===== src/verilog/rsm_pkg.sv =====
package rsm_pkg;

  // ----------------------------------------------------------------
  // Bus geometry
  // ----------------------------------------------------------------
  localparam int RSM_ADDR_W = 8;
  localparam int RSM_DATA_W = 32;
  localparam int RSM_CNT_W = 4;

  // ----------------------------------------------------------------
  // Register byte offsets
  // ----------------------------------------------------------------
  localparam logic [7:0] RSM_OFF_STATUS = 8'h00;
  localparam logic [7:0] RSM_OFF_IRQ_MASK = 8'h04;
  localparam logic [7:0] RSM_OFF_CTRL = 8'h08;

  // ----------------------------------------------------------------
  // Status field positions
  // ----------------------------------------------------------------
  localparam int RSM_BIT_CAS_LOCK = 4;
  localparam int RSM_BIT_CRC_LOCK = 3;
  localparam int RSM_BIT_OVERFLOW = 2;
  localparam int RSM_BIT_UNDERFLOW = 1;
  localparam int RSM_BIT_SLIP = 0;

  // ----------------------------------------------------------------
  // Control field positions
  // ----------------------------------------------------------------
  localparam int RSM_BIT_CAS_EN = 0;
  localparam int RSM_BIT_CRC_EN = 1;
  localparam int RSM_POS_CAS_LOSS = 4;
  localparam int RSM_POS_CRC_DECL = 8;
  localparam int RSM_POS_CRC_LOSS = 12;
  localparam int RSM_POS_CAS_DECL = 16;

  // ----------------------------------------------------------------
  // Reset values
  // ----------------------------------------------------------------
  localparam logic [2:0] RSM_RST_IRQ_MASK = 3'h0;
  localparam logic RSM_RST_CAS_EN = 1'b1;
  localparam logic RSM_RST_CRC_EN = 1'b1;
  localparam logic [3:0] RSM_RST_CAS_LOSS = 4'h2;
  localparam logic [3:0] RSM_RST_CAS_DECL = 4'h1;
  localparam logic [3:0] RSM_RST_CRC_DECL = 4'h2;
  localparam logic [3:0] RSM_RST_CRC_LOSS = 4'h2;

  // ----------------------------------------------------------------
  // Bus responses
  // ----------------------------------------------------------------
  localparam logic [1:0] RSM_RESP_OKAY = 2'b00;
  localparam logic [1:0] RSM_RESP_SLVERR = 2'b10;

endpackage


===== src/verilog/rsm_lock_tracker.sv =====
`timescale 1ns/1ps
// Multiframe alignment tracker: counts consecutive good alignment words to
// declare lock and consecutive errored ones to declare loss of lock.
module rsm_lock_tracker
  import rsm_pkg::*;
#(
  parameter int CNT_W = RSM_CNT_W
) (
  input wire logic clk_i,
  input wire logic rst_i,
  input wire logic ce_i,
  input wire logic enable_i,
  input wire logic ok_i,
  input wire logic err_i,
  input wire logic [CNT_W-1:0] decl_count_i,
  input wire logic [CNT_W-1:0] loss_count_i,
  output logic locked_o
);

  typedef struct packed {
    logic locked;
    logic [CNT_W-1:0] run;
  } rsm_trk_state_t;

  rsm_trk_state_t s;
  rsm_trk_state_t next_s;
  logic [CNT_W:0] run_inc;

  // ----------------------------------------------------------------
  // Next state
  // ----------------------------------------------------------------
  // An errored word wins over a good one in the same cycle; a count of
  // zero behaves like one so the tracker can never stall.
  always_comb begin
    next_s = s;
    run_inc = {1'b0, s.run} + {{CNT_W{1'b0}}, 1'b1};
    if (!enable_i) begin
      next_s = '0;
    end else if (!s.locked) begin
      if (err_i) begin
        next_s.run = '0;
      end else if (ok_i) begin
        if (run_inc >= {1'b0, decl_count_i}) begin
          next_s.locked = 1'b1;
          next_s.run = '0;
        end else begin
          next_s.run = run_inc[CNT_W-1:0];
        end
      end
    end else begin
      if (err_i) begin
        if (run_inc >= {1'b0, loss_count_i}) begin
          next_s.locked = 1'b0;
          next_s.run = '0;
        end else begin
          next_s.run = run_inc[CNT_W-1:0];
        end
      end else if (ok_i) begin
        next_s.run = '0;
      end
    end
  end

  // ----------------------------------------------------------------
  // State register
  // ----------------------------------------------------------------
  // Frozen while the clock enable is low
  always_ff @(posedge clk_i or posedge rst_i) begin
    if (rst_i) begin
      s <= '0;
    end else if (ce_i) begin
      s <= next_s;
    end
  end

  assign locked_o = s.locked;

endmodule // rsm_lock_tracker


===== src/verilog/rsm_status_regs.sv =====
// Design decisions made here: the register addresses and the AXI4-Lite interface to the registers.
`timescale 1ns/1ps
// Operation
// - Bit 4 shows live CAS multiframe lock
// - CAS lock lost after configured errored words
// - CAS lock bit meaningless with signaling off
// - Bit 3 shows live CRC multiframe lock
// - CRC lock bit meaningless with alignment off
// - Write when full deletes frame, sets bit 2
// - Read when empty repeats frame, sets bit 1
// - Either slip event sets bit 0
// - Reading status clears the three slip bits
module rsm_status_regs
  import rsm_pkg::*;
(
  input wire logic CLK_I,
  input wire logic RST_I,
  input wire logic CE_I,
  input wire logic [RSM_ADDR_W-1:0] AWADDR,
  input wire logic [2:0] AWPROT,
  input wire logic AWVALID,
  output logic AWREADY,
  input wire logic [RSM_DATA_W-1:0] WDATA,
  input wire logic [3:0] WSTRB,
  input wire logic WVALID,
  output logic WREADY,
  output logic [1:0] BRESP,
  output logic BVALID,
  input wire logic BREADY,
  input wire logic [RSM_ADDR_W-1:0] ARADDR,
  input wire logic [2:0] ARPROT,
  input wire logic ARVALID,
  output logic ARREADY,
  output logic [RSM_DATA_W-1:0] RDATA,
  output logic [1:0] RRESP,
  output logic RVALID,
  input wire logic RREADY,
  input wire logic CAS_ALIGN_OK_I,
  input wire logic CAS_ALIGN_ERR_I,
  input wire logic CRC_ALIGN_OK_I,
  input wire logic CRC_ALIGN_ERR_I,
  input wire logic RX_SLIP_WRITE_I,
  input wire logic RX_SLIP_READ_I,
  input wire logic RX_SLIP_FULL_I,
  input wire logic RX_SLIP_EMPTY_I,
  output logic RX_FRAME_DELETE_O,
  output logic RX_FRAME_REPEAT_O,
  output logic IRQ_O
);

  typedef struct packed {
    logic aw_held;
    logic [RSM_ADDR_W-1:0] aw_addr;
    logic w_held;
    logic [RSM_DATA_W-1:0] w_data;
    logic [3:0] w_strb;
    logic bvalid;
    logic [1:0] bresp;
    logic rvalid;
    logic [RSM_DATA_W-1:0] rdata;
    logic [1:0] rresp;
    logic overflow;
    logic underflow;
    logic slip;
    logic [2:0] irq_mask;
    logic cas_en;
    logic crc_en;
    logic [3:0] cas_loss;
    logic [3:0] cas_decl;
    logic [3:0] crc_decl;
    logic [3:0] crc_loss;
    logic delete_frame;
    logic repeat_frame;
  } rsm_top_state_t;

  rsm_top_state_t s;
  rsm_top_state_t next_s;
  logic cas_lock;
  logic crc_lock;
  logic ovf_evt;
  logic unf_evt;
  logic ar_take;
  logic wr_commit;
  logic rd_clear;
  logic [2:0] w1c;
  logic [RSM_DATA_W-1:0] ctrl_word;
  logic [RSM_DATA_W-1:0] ctrl_merged;

  // Word-aligned address match, used by both read and write decode
  function automatic logic addr_hit(input logic [RSM_ADDR_W-1:0] a,
                                    input logic [7:0] off);
    addr_hit = (a[RSM_ADDR_W-1:2] == off[7:2]);
  endfunction

  // ----------------------------------------------------------------
  // Multiframe lock trackers
  // ----------------------------------------------------------------
  // Disabling a tracker forces it unlocked; the bit then has no meaning
  rsm_lock_tracker #(.CNT_W(RSM_CNT_W)) u_cas_trk (
    .clk_i(CLK_I),
    .rst_i(RST_I),
    .ce_i(CE_I),
    .enable_i(s.cas_en),
    .ok_i(CAS_ALIGN_OK_I),
    .err_i(CAS_ALIGN_ERR_I),
    .decl_count_i(s.cas_decl),
    .loss_count_i(s.cas_loss),
    .locked_o(cas_lock)
  );

  rsm_lock_tracker #(.CNT_W(RSM_CNT_W)) u_crc_trk (
    .clk_i(CLK_I),
    .rst_i(RST_I),
    .ce_i(CE_I),
    .enable_i(s.crc_en),
    .ok_i(CRC_ALIGN_OK_I),
    .err_i(CRC_ALIGN_ERR_I),
    .decl_count_i(s.crc_decl),
    .loss_count_i(s.crc_loss),
    .locked_o(crc_lock)
  );

  // ----------------------------------------------------------------
  // Slip events and bus handshakes
  // ----------------------------------------------------------------
  assign ovf_evt = RX_SLIP_WRITE_I & RX_SLIP_FULL_I;
  assign unf_evt = RX_SLIP_READ_I & RX_SLIP_EMPTY_I;
  // Readies are gated by the enable so no beat is taken while frozen
  assign AWREADY = CE_I & ~s.aw_held;
  assign WREADY = CE_I & ~s.w_held;
  assign ARREADY = CE_I & ~s.rvalid;
  assign ar_take = ARVALID & ARREADY;
  assign wr_commit = s.aw_held & s.w_held & ~s.bvalid;
  assign rd_clear = ar_take & addr_hit(ARADDR, RSM_OFF_STATUS);
  assign w1c = (wr_commit & addr_hit(s.aw_addr, RSM_OFF_STATUS)
                & s.w_strb[0]) ? s.w_data[2:0] : 3'h0;
  assign ctrl_word = {12'h000, s.cas_decl, s.crc_loss, s.crc_decl,
                      s.cas_loss, 2'b00, s.crc_en, s.cas_en};

  // Byte-lane merge of a control write over the current control word
  always_comb begin
    ctrl_merged = ctrl_word;
    for (int i = 0; i < 4; i++) begin
      if (s.w_strb[i]) begin
        ctrl_merged[i*8 +: 8] = s.w_data[i*8 +: 8];
      end
    end
  end

  // ----------------------------------------------------------------
  // Next state
  // ----------------------------------------------------------------
  // Sticky bits: a new event in the clearing cycle wins over the clear
  always_comb begin
    next_s = s;
    next_s.delete_frame = ovf_evt;
    next_s.repeat_frame = unf_evt;
    // Write address and data are captured independently
    if (AWVALID && AWREADY) begin
      next_s.aw_held = 1'b1;
      next_s.aw_addr = AWADDR;
    end
    if (WVALID && WREADY) begin
      next_s.w_held = 1'b1;
      next_s.w_data = WDATA;
      next_s.w_strb = WSTRB;
    end
    if (s.bvalid && BREADY) begin
      next_s.bvalid = 1'b0;
    end
    if (wr_commit) begin
      next_s.aw_held = 1'b0;
      next_s.w_held = 1'b0;
      next_s.bvalid = 1'b1;
      next_s.bresp = RSM_RESP_OKAY;
      if (addr_hit(s.aw_addr, RSM_OFF_IRQ_MASK)) begin
        if (s.w_strb[0]) begin
          next_s.irq_mask = s.w_data[2:0];
        end
      end else if (addr_hit(s.aw_addr, RSM_OFF_CTRL)) begin
        next_s.cas_en = ctrl_merged[RSM_BIT_CAS_EN];
        next_s.crc_en = ctrl_merged[RSM_BIT_CRC_EN];
        next_s.cas_loss = ctrl_merged[RSM_POS_CAS_LOSS +: 4];
        next_s.crc_decl = ctrl_merged[RSM_POS_CRC_DECL +: 4];
        next_s.crc_loss = ctrl_merged[RSM_POS_CRC_LOSS +: 4];
        next_s.cas_decl = ctrl_merged[RSM_POS_CAS_DECL +: 4];
      end else if (!addr_hit(s.aw_addr, RSM_OFF_STATUS)) begin
        next_s.bresp = RSM_RESP_SLVERR;
      end
    end
    // Read path: data captured at address acceptance
    if (s.rvalid && RREADY) begin
      next_s.rvalid = 1'b0;
    end
    if (ar_take) begin
      next_s.rvalid = 1'b1;
      next_s.rresp = RSM_RESP_OKAY;
      next_s.rdata = '0;
      if (addr_hit(ARADDR, RSM_OFF_STATUS)) begin
        next_s.rdata[RSM_BIT_CAS_LOCK] = cas_lock;
        next_s.rdata[RSM_BIT_CRC_LOCK] = crc_lock;
        next_s.rdata[RSM_BIT_OVERFLOW] = s.overflow;
        next_s.rdata[RSM_BIT_UNDERFLOW] = s.underflow;
        next_s.rdata[RSM_BIT_SLIP] = s.slip;
      end else if (addr_hit(ARADDR, RSM_OFF_IRQ_MASK)) begin
        next_s.rdata[2:0] = s.irq_mask;
      end else if (addr_hit(ARADDR, RSM_OFF_CTRL)) begin
        next_s.rdata = ctrl_word;
      end else begin
        next_s.rresp = RSM_RESP_SLVERR;
      end
    end
    // Clear on read or write-one, then set from this cycle's events
    next_s.overflow = (s.overflow & ~rd_clear & ~w1c[RSM_BIT_OVERFLOW])
                      | ovf_evt;
    next_s.underflow = (s.underflow & ~rd_clear & ~w1c[RSM_BIT_UNDERFLOW])
                       | unf_evt;
    next_s.slip = (s.slip & ~rd_clear & ~w1c[RSM_BIT_SLIP])
                  | ovf_evt | unf_evt;
  end

  // ----------------------------------------------------------------
  // State register
  // ----------------------------------------------------------------
  // Everything resets to zero status; control takes its defaults
  always_ff @(posedge CLK_I or posedge RST_I) begin
    if (RST_I) begin
      s <= '0;
      s.irq_mask <= RSM_RST_IRQ_MASK;
      s.cas_en <= RSM_RST_CAS_EN;
      s.crc_en <= RSM_RST_CRC_EN;
      s.cas_loss <= RSM_RST_CAS_LOSS;
      s.cas_decl <= RSM_RST_CAS_DECL;
      s.crc_decl <= RSM_RST_CRC_DECL;
      s.crc_loss <= RSM_RST_CRC_LOSS;
    end else if (CE_I) begin
      s <= next_s;
    end
  end

  // ----------------------------------------------------------------
  // Outputs
  // ----------------------------------------------------------------
  assign BVALID = s.bvalid;
  assign BRESP = s.bresp;
  assign RVALID = s.rvalid;
  assign RDATA = s.rdata;
  assign RRESP = s.rresp;
  assign RX_FRAME_DELETE_O = s.delete_frame;
  assign RX_FRAME_REPEAT_O = s.repeat_frame;
  // Level interrupt; only the sticky slip bits can raise it
  assign IRQ_O = |({s.overflow, s.underflow, s.slip} & s.irq_mask);
endmodule // rsm_status_regs


===== config.mk =====
export PLATFORM = sky130hd
export DESIGN_NAME = rsm_status_regs
export DESIGN_NICKNAME = d
export VERILOG_FILES = /design/src/verilog/rsm_pkg.sv /design/src/verilog/rsm_lock_tracker.sv /design/src/verilog/rsm_status_regs.sv
export SDC_FILE = /design/constraint.sdc
export NUM_CORES = 1
export LEC_CHECK = 0
export BUFFER_PORTS_ARGS = -buffer_cell sky130_fd_sc_hd__buf_4
export CAP_MARGIN = 10
export CORE_MARGIN = 2
export CORE_UTILIZATION = 40
export DETAILED_ROUTE_END_ITERATION = 8
export GPL_ROUTABILITY_DRIVEN = 0
export GPL_TIMING_DRIVEN = 0
export MAX_ROUTING_LAYER = met4
export PLACE_DENSITY = 0.73
export SYNTH_ARGS = -nofsm -noshare
export SYNTH_HDL_FRONTEND = slang
export SYNTH_SLANG_ARGS = --single-unit

===== constraint.sdc =====
create_clock -name CLK_I -period 4.1 [get_ports CLK_I]
set_input_delay 0.82 -clock CLK_I [delete_from_list [all_inputs] [get_ports CLK_I]]
set_output_delay 0.82 -clock CLK_I [all_outputs]
set_load 0.01 [all_outputs]

### Word-level counts from Yosys, hierarchy flattened

Index checks and enable logic that the tools add are counted.

| storage, ports and cells | value |
|---|---|
| output and inout port bits | 44 |
| word-level logic and storage cells | 138 |
| register bits | 120 |
| input bits | 74 |

| operators by class | value |
|---|---|
| bitwise logic cells | 31 |
| eq/ne operators | 6 |
| mux-type cells | 44 |
| reduce and logical (&&, ||, !) cells | 25 |
| order comparisons | 4 |
| $add $sub $neg | 2 |

Operator list:

| operator | number |
|---|---|
| $mux 4 | 10 |
| $mux 37 | 1 |
| $mux 35 | 1 |
| $mux 5 | 7 |
| $mux 27 | 1 |
| $ge 5x4->1 | 4 |
| $mux 20 | 1 |
| $reduce_and 2->1 | 10 |
| $and 1x1->1 | 17 |
| $mux 17 | 1 |
| $reduce_and 5->1 | 3 |
| $eq 6x1->1 const B | 2 |
| $eq 6x2->1 const B | 2 |
| $logic_not 6->1 | 2 |
| $mux 1 | 12 |
| $mux 2 | 6 |
| $add 4x1->5 const B | 2 |
| $mux 3 | 3 |
| $mux 9 | 1 |
| $not 1->1 | 9 |
| $reduce_bool 2->1 | 4 |
| $ne 3x3->1 const B | 2 |
| $logic_and 1x1->1 | 4 |
| $or 1x1->1 | 4 |
| 3 further kinds | 3 |

### Longest topological paths before layout

| depth | value |
|---|---|
| depth after elaboration | 9 |
| depth in mapped cells | 7 |
| mapped depth without buffers | 7 |

### Hierarchy

Synthesis repeated with hierarchy kept, for this count alone.

| second synthesis, totals | value |
|---|---|
| cells, all modules | 386 |
| area, all modules | 4603.2 µm² |

Modules (own cells, without submodules):

| module | cells each | instances | area each (µm²) | seq. area each (µm²) |
|---|---|---|---|---|
| rsm_status_regs | 270 | 1 | 3626.0 | 2009.4 |
| rsm_lock_tracker (u_cas_trk) | 57 | 1 | 504.2 | 125.1 |
| rsm_lock_tracker (u_crc_trk) | 59 | 1 | 473.0 | 125.1 |

### Worst setup path after synthesis

OpenSTA, ideal clock, no wires.

| path | value |
|---|---|
| kind | input -> register |
| start point | input port ARADDR[5] |
| end point | register s (netlist bit RDATA[10]) |
| slack | 1903 ps |
| buffers on the path | 2 |
| arrival time | 2134 ps |
| cell stages on the path | 5 |
| required time | 4036 ps |
| library setup time | 64 ps |
| path through | or4_1 -> buf_2 -> nor4b_4 -> buf_6 -> a22o_2 |

| between the ends | value |
|---|---|
| longest elaborated chain between the ends | 4 |
| elaborated cells between the ends (all ways) | 6 |
| those cells by class | 2 x eq/ne; 3 x mux; 1 x reduce/logical |

RTL lines:

| what | RTL line | source |
|---|---|---|
| from (decl) | rsm_status_regs.sv:30 | `input wire logic [RSM_ADDR_W-1:0] ARADDR,` |
| $eq 6x2->1 | rsm_status_regs.sv:92 | `addr_hit = (a[RSM_ADDR_W-1:2] == off[7:2]);` |
| $mux 20 | rsm_status_regs.sv:207 | `end else if (addr_hit(ARADDR, RSM_OFF_CTRL)) begin` |
| $mux 17 | rsm_status_regs.sv:205 | `end else if (addr_hit(ARADDR, RSM_OFF_IRQ_MASK)) begin` |
| $mux 27 (*) | rsm_status_regs.sv:199 | `if (addr_hit(ARADDR, RSM_OFF_STATUS)) begin` |
| to (signal assigned) | rsm_status_regs.sv:237 | `s <= next_s;` |
| to (decl) | rsm_status_regs.sv:76 | `rsm_top_state_t s;` |

Mark *: on every way between the ends. The rest lies on a longest branch, timed or not.
A chain may end at the register's enable or synchronous reset.

### Worst setup path after layout

| path | value |
|---|---|
| start point | register u_crc_trk.s[0] (netlist name) |
| end point | register u_crc_trk.s[1] (netlist name) |

| between the ends | value |
|---|---|
| longest elaborated chain between the ends | 7 |
| elaborated cells between the ends (all ways) | 10 |
| those cells by class | 1 x add/sub; 2 x order compare; 7 x mux |

RTL lines:

| what | RTL line | source |
|---|---|---|
| from (decl) | rsm_lock_tracker.sv:25 | `rsm_trk_state_t s;` |
| from (signal assigned) | rsm_lock_tracker.sv:72 | `s <= next_s;` |
| $add 4x1->5 (*) | rsm_lock_tracker.sv:36 | `run_inc = {1'b0, s.run} + {{CNT_W{1'b0}}, 1'b1};` |
| $ge 5x4->1 | rsm_lock_tracker.sv:43 | `if (run_inc >= {1'b0, decl_count_i}) begin` |
| $mux 4 | rsm_lock_tracker.sv:43 |  |
| $mux 5 | rsm_lock_tracker.sv:42 | `end else if (ok_i) begin` |
| $mux 4 | rsm_lock_tracker.sv:40 | `if (err_i) begin` |
| $mux 5 (*) | rsm_lock_tracker.sv:39 | `end else if (!s.locked) begin` |
| $mux 5 (*) | rsm_lock_tracker.sv:37 | `if (!enable_i) begin` |

Mark *: on every way between the ends. The rest lies on a longest branch, timed or not. The select of a mux whose other input is x is not followed.

==> impl.org <==
** Outcome
- The run finished with clean final reports.

** Routing
- For this block, the via count after detailed routing is 3077.
- Final routed DRC violation total :: 0
- Final Routed Wirelength :: 9.090 mm
- After the first detailed-routing iteration, the DRC count stood at 168.
- Length of the first detailed-routing pass in iterations :: 4
- Using the TritonRoute via totals, the vias-per-cell ratio works out to 5.044.
- Routed WL per cell :: 14.90 um
- Number of antenna-violating nets in the routed design :: 0

** Finish
- Post-route cell area :: 5450 um2
- Area of the multi-input gates :: 1755 um2
- In the final layout, flip-flops and latches occupy 2260 um2.
- Cells with a size suffix above 1 make up 43.62% of the layout.
- Fill cell instance count of the final layout :: 984
- Fin nets :: 557
- The area growth from synthesis to layout is 24.81%.
- Core Util, Final :: 50.72%
- Antenna diode instance count :: 0

** Timing
- Fin crit share :: 59.52%
- Final setup violation count :: 0
- The worst pin sits at a relative slew slack of 53.88%.
- Highest attainable clock frequency :: 409.8 MHz
- Minimum period implied by the final worst setup slack :: 2440 ps
- Setup repair after global routing left no endpoint under its margin.
- Final hold slack :: 479.1 ps
- For the pin with the worst max-slew slack, the measured transition is 691.9 ps.
- The number of max-slew violations in the final report was 0.
- Worst clock skew on the final layout :: 10.55 ps
- Setup slack on the critical path of the routed design comes to 1660 ps.
- Final-report hold violation count :: 0

** Placed design
- Buffers placed on the I/O ports in this run total 78.
- Once placement finished, the instance area stood at 5206 um2.
- Prior to clock tree synthesis, the placed netlist has a worst setup slack of 1485 ps.
- The HPWL after detailed placement is 6.885 mm.

** Global route
- Number of global-route vias before repair :: 3139
- Global-route wire length before repair :: 15.07 mm
- Number of antenna violations at the first check in global routing :: 0
- Aggregate global-route resource usage :: 17.23%
- Global route overflow :: 0
- Largest net degree at the start of global routing :: 55

** Power and ir drop
- VDD sags by at most 0.1853 mV.
- Areal power density over the cells :: 472.3 nW/um2
- Power comes to 2.574 mW.
- Cell leakage power :: 2.691 nW

** Clock network
- Counting the buffers created by CTS gives 9.
- Counting along the longest clock path gives a buffer depth of 2.
- CTS Hold Buffers Added :: 0
- Later-pin clock latency in the skew report :: 370 ps
- TritonCTS built the clock tree.
- The clock net in this run drives a total of 90 sinks.
- In this run, post-CTS repair resized a total of 0 instances.
- The root buffer cell chosen for the clock tree is sky130_fd_sc_hd__clkbuf_8.
- Clock transition at the registers of the reported paths :: 90 ps
- Post CTS Setup Buffer Count :: 0
- Total number of H-tree levels :: 3

** Floorplan
- Core region area :: 10750 um2
- Row generation in the floorplan step produced 38 rows.
- From left edge to right edge, the die measures 108.5 um.
- Number of top-level pins :: 118
- Once the floorplan was initialized, standard cells occupied 40.64% of the core.
- The die is 108.5 um tall.
- The floorplan step defined a die boundary enclosing 11770 um2.

** Yosys
- Sequential cells were found to cover 51.75% of the synthesized design area.
- Number of warning messages in the yosys log :: 0
- In the synthesized netlist the dominant register cell turns out to be sky130_fd_sc_hd__dfrtp_1.
- The cell area that synthesis handed to floorplanning was 4367 um2.
- In the synthesized netlist the async set-or-reset flop fraction comes to 100.0%.
- Synthesis inferred 90 register bits.
- Yosys mapped a number of flops with a built-in enable equal to 0.
- After synthesis, the netlist uses 50 different library cells.
- Synthesis produced 362 cells.
- A synthesized cell averages 12.06 um2.

** Setup path
- The critical path goes through ha_1 > xor2_1 > ha_1 > o21ai_0 > o21ai_0 > o32ai_1 > a22o_1.
- The worst setup path is captured at a register.
- STA classifies the critical path startpoint as a register.
- At the worst endpoint, the required time is 4410 ps.
- Master of the slowest instance on the critical path :: sky130_fd_sc_hd__dfrtp_1
- CP Class :: register to register
- Number of buffer and inverter stages on the critical path :: 0
- Data on the critical path arrives at its endpoint at 2750 ps.
- Top fanout value on the critical path :: 8
- On the worst path, the slowest cell contributes a delay of 510 ps.
- Among cell families on the critical path, the largest total delay comes from compound AO/OA/AOI/OAI gates.

** Run
- Maximum capacitance violations :: 0

** Hold path
- Classification of the worst-slack hold path :: primary input to async pin
## kinds of logic (layout without fill, tap and decap cells)
group                    after synthesis  after routing  synth area share, %
AND/OR/NAND/NOR                       59             59                7.966
multiplexers                          51             51                13.12
buffers and inverters                 68            163                9.169
adder cells (fa/ha/maj)               18             18                5.158
XOR/XNOR                               4              4               0.8024
flip-flops                            90             90                51.75
other                                  1             14              0.08588
AO/OA/AOI/OAI                         71             71                11.95
## worst paths after layout
| check | from | to | slack (ps) | cells after the start |
|---|---|---|---|---|
| max | u_crc_trk.s[0] | u_crc_trk.s[1] | 1660 | 7 |
| min | RST_I | s[108] | 480 | 2 |
| max reg2reg | u_crc_trk.s[0] | u_crc_trk.s[1] | 1660 | 7 |
| min reg2reg | RDATA[2] | RDATA[2] | 500 | 2 |
| max in group asynchronous | RST_I | ctrl_word[5] | 2940 | 3 |
| min in group CLK_I | RDATA[2] | RDATA[2] | 500 | 2 |
## flip-flops by register name, indices dropped and copies added (netlist names)
register and flops:
u_crc_trk.s 4, RDATA 20, RRESP 1, u_crc_trk.locked_o 1, BVALID 1, s 36, RX_FRAME_DELETE_O 1, u_cas_trk.s 4
u_cas_trk.locked_o 1, ctrl_word 18, BRESP 1, RX_FRAME_REPEAT_O 1, RVALID 1
## metrics by stage
stage | cells | TNS [ps]
floorplan | 375 | 0
global placement | 593 | -4878
detailed placement | 594 | 0
CTS | 610 | 0
global route | 610 | 0
finish | 610 | 0
## report_power, final
part / internal [mW] / leakage, nW / switching, mW / total (mW)
sequential: 1.12 / 1.14 / 0.152 / 1.27
clock: 0.423 / 0.121 / 0.312 / 0.735
combinational: 0.321 / 1.43 / 0.247 / 0.568
total: 1.86 / 2.69 / 0.711 / 2.57
## cells in the final DEF, fill, tap and decap left out, types with 3 or more instances in the layout
cell,Yosys,final
sky130_fd_sc_hd__nand3_1,6,6
sky130_fd_sc_hd__nor3_1,3,3
sky130_fd_sc_hd__a211oi_1,5,5
sky130_fd_sc_hd__clkbuf_8,0,10
sky130_fd_sc_hd__nand2b_1,5,5
sky130_fd_sc_hd__conb_1,1,14
sky130_fd_sc_hd__ha_1,18,18
sky130_fd_sc_hd__mux2_2,50,50
sky130_fd_sc_hd__nand2_1,17,17
sky130_fd_sc_hd__a31oi_1,9,9
sky130_fd_sc_hd__dfstp_2,6,6
sky130_fd_sc_hd__clkbuf_1,4,6
sky130_fd_sc_hd__dfrtp_1,84,84
sky130_fd_sc_hd__inv_1,22,21
sky130_fd_sc_hd__buf_4,36,114
sky130_fd_sc_hd__o22ai_1,3,3
sky130_fd_sc_hd__bufinv_16,0,3
sky130_fd_sc_hd__a22oi_1,3,3
sky130_fd_sc_hd__o21ai_0,15,15
sky130_fd_sc_hd__a22o_2,10,10
sky130_fd_sc_hd__nor2_1,10,10
sky130_fd_sc_hd__a21oi_1,5,5
sky130_fd_sc_hd__a22o_1,12,12
## final cells by class
cell class              instances  area share, %
clock buffers                  12          2.663
well taps                     140          3.214
multi-input cells             217          32.21
flip-flops and latches         90          41.46
plain buffers                  45          5.762
repair buffers                 79          11.25
inverters                      23          1.630
clock inverters                 4          1.814
## synth_stat cells (2+ instances only)
cell type                   n  area share, %
sky130_fd_sc_hd__a211oi_1   5           0.86
sky130_fd_sc_hd__a21oi_1    5           0.57
sky130_fd_sc_hd__a222oi_1   2           0.46
sky130_fd_sc_hd__a22o_1    12            2.4
sky130_fd_sc_hd__a22o_2    10            2.3
sky130_fd_sc_hd__a22oi_1    3           0.52
sky130_fd_sc_hd__a31oi_1    9            1.3
sky130_fd_sc_hd__buf_1      2           0.17
sky130_fd_sc_hd__buf_2      2           0.23
sky130_fd_sc_hd__buf_4     36            6.2
sky130_fd_sc_hd__clkbuf_1   4           0.34
sky130_fd_sc_hd__dfrtp_1   84             48
sky130_fd_sc_hd__dfstp_2    6            3.6
sky130_fd_sc_hd__ha_1      18            5.2
sky130_fd_sc_hd__inv_1     22            1.9
sky130_fd_sc_hd__mux2_2    50             13
sky130_fd_sc_hd__nand2_1   17            1.5
sky130_fd_sc_hd__nand2b_1   5           0.72
sky130_fd_sc_hd__nand3_1    6           0.69
sky130_fd_sc_hd__nand3b_1   2           0.34
sky130_fd_sc_hd__nand4_1    2           0.29
sky130_fd_sc_hd__nor2_1    10           0.86
sky130_fd_sc_hd__nor2b_1    2           0.29
sky130_fd_sc_hd__nor3_1     3           0.34
sky130_fd_sc_hd__nor4_1     2           0.29
sky130_fd_sc_hd__o21ai_0   15            1.7
sky130_fd_sc_hd__o22ai_1    3           0.43
sky130_fd_sc_hd__xnor2_1    2           0.40
sky130_fd_sc_hd__xor2_1     2           0.40
## layer usage
layer  vias up  part of all wire [%]  GRT usage [%]
met5         -                     0              -
met4         0                   2.4          6.502
met3        15                   6.6          5.063
met2        95                    49          27.95
met1      1504                    42          20.29
li1       1463                     -              -
Note: power is estimated with default switching activity, not from simulation.
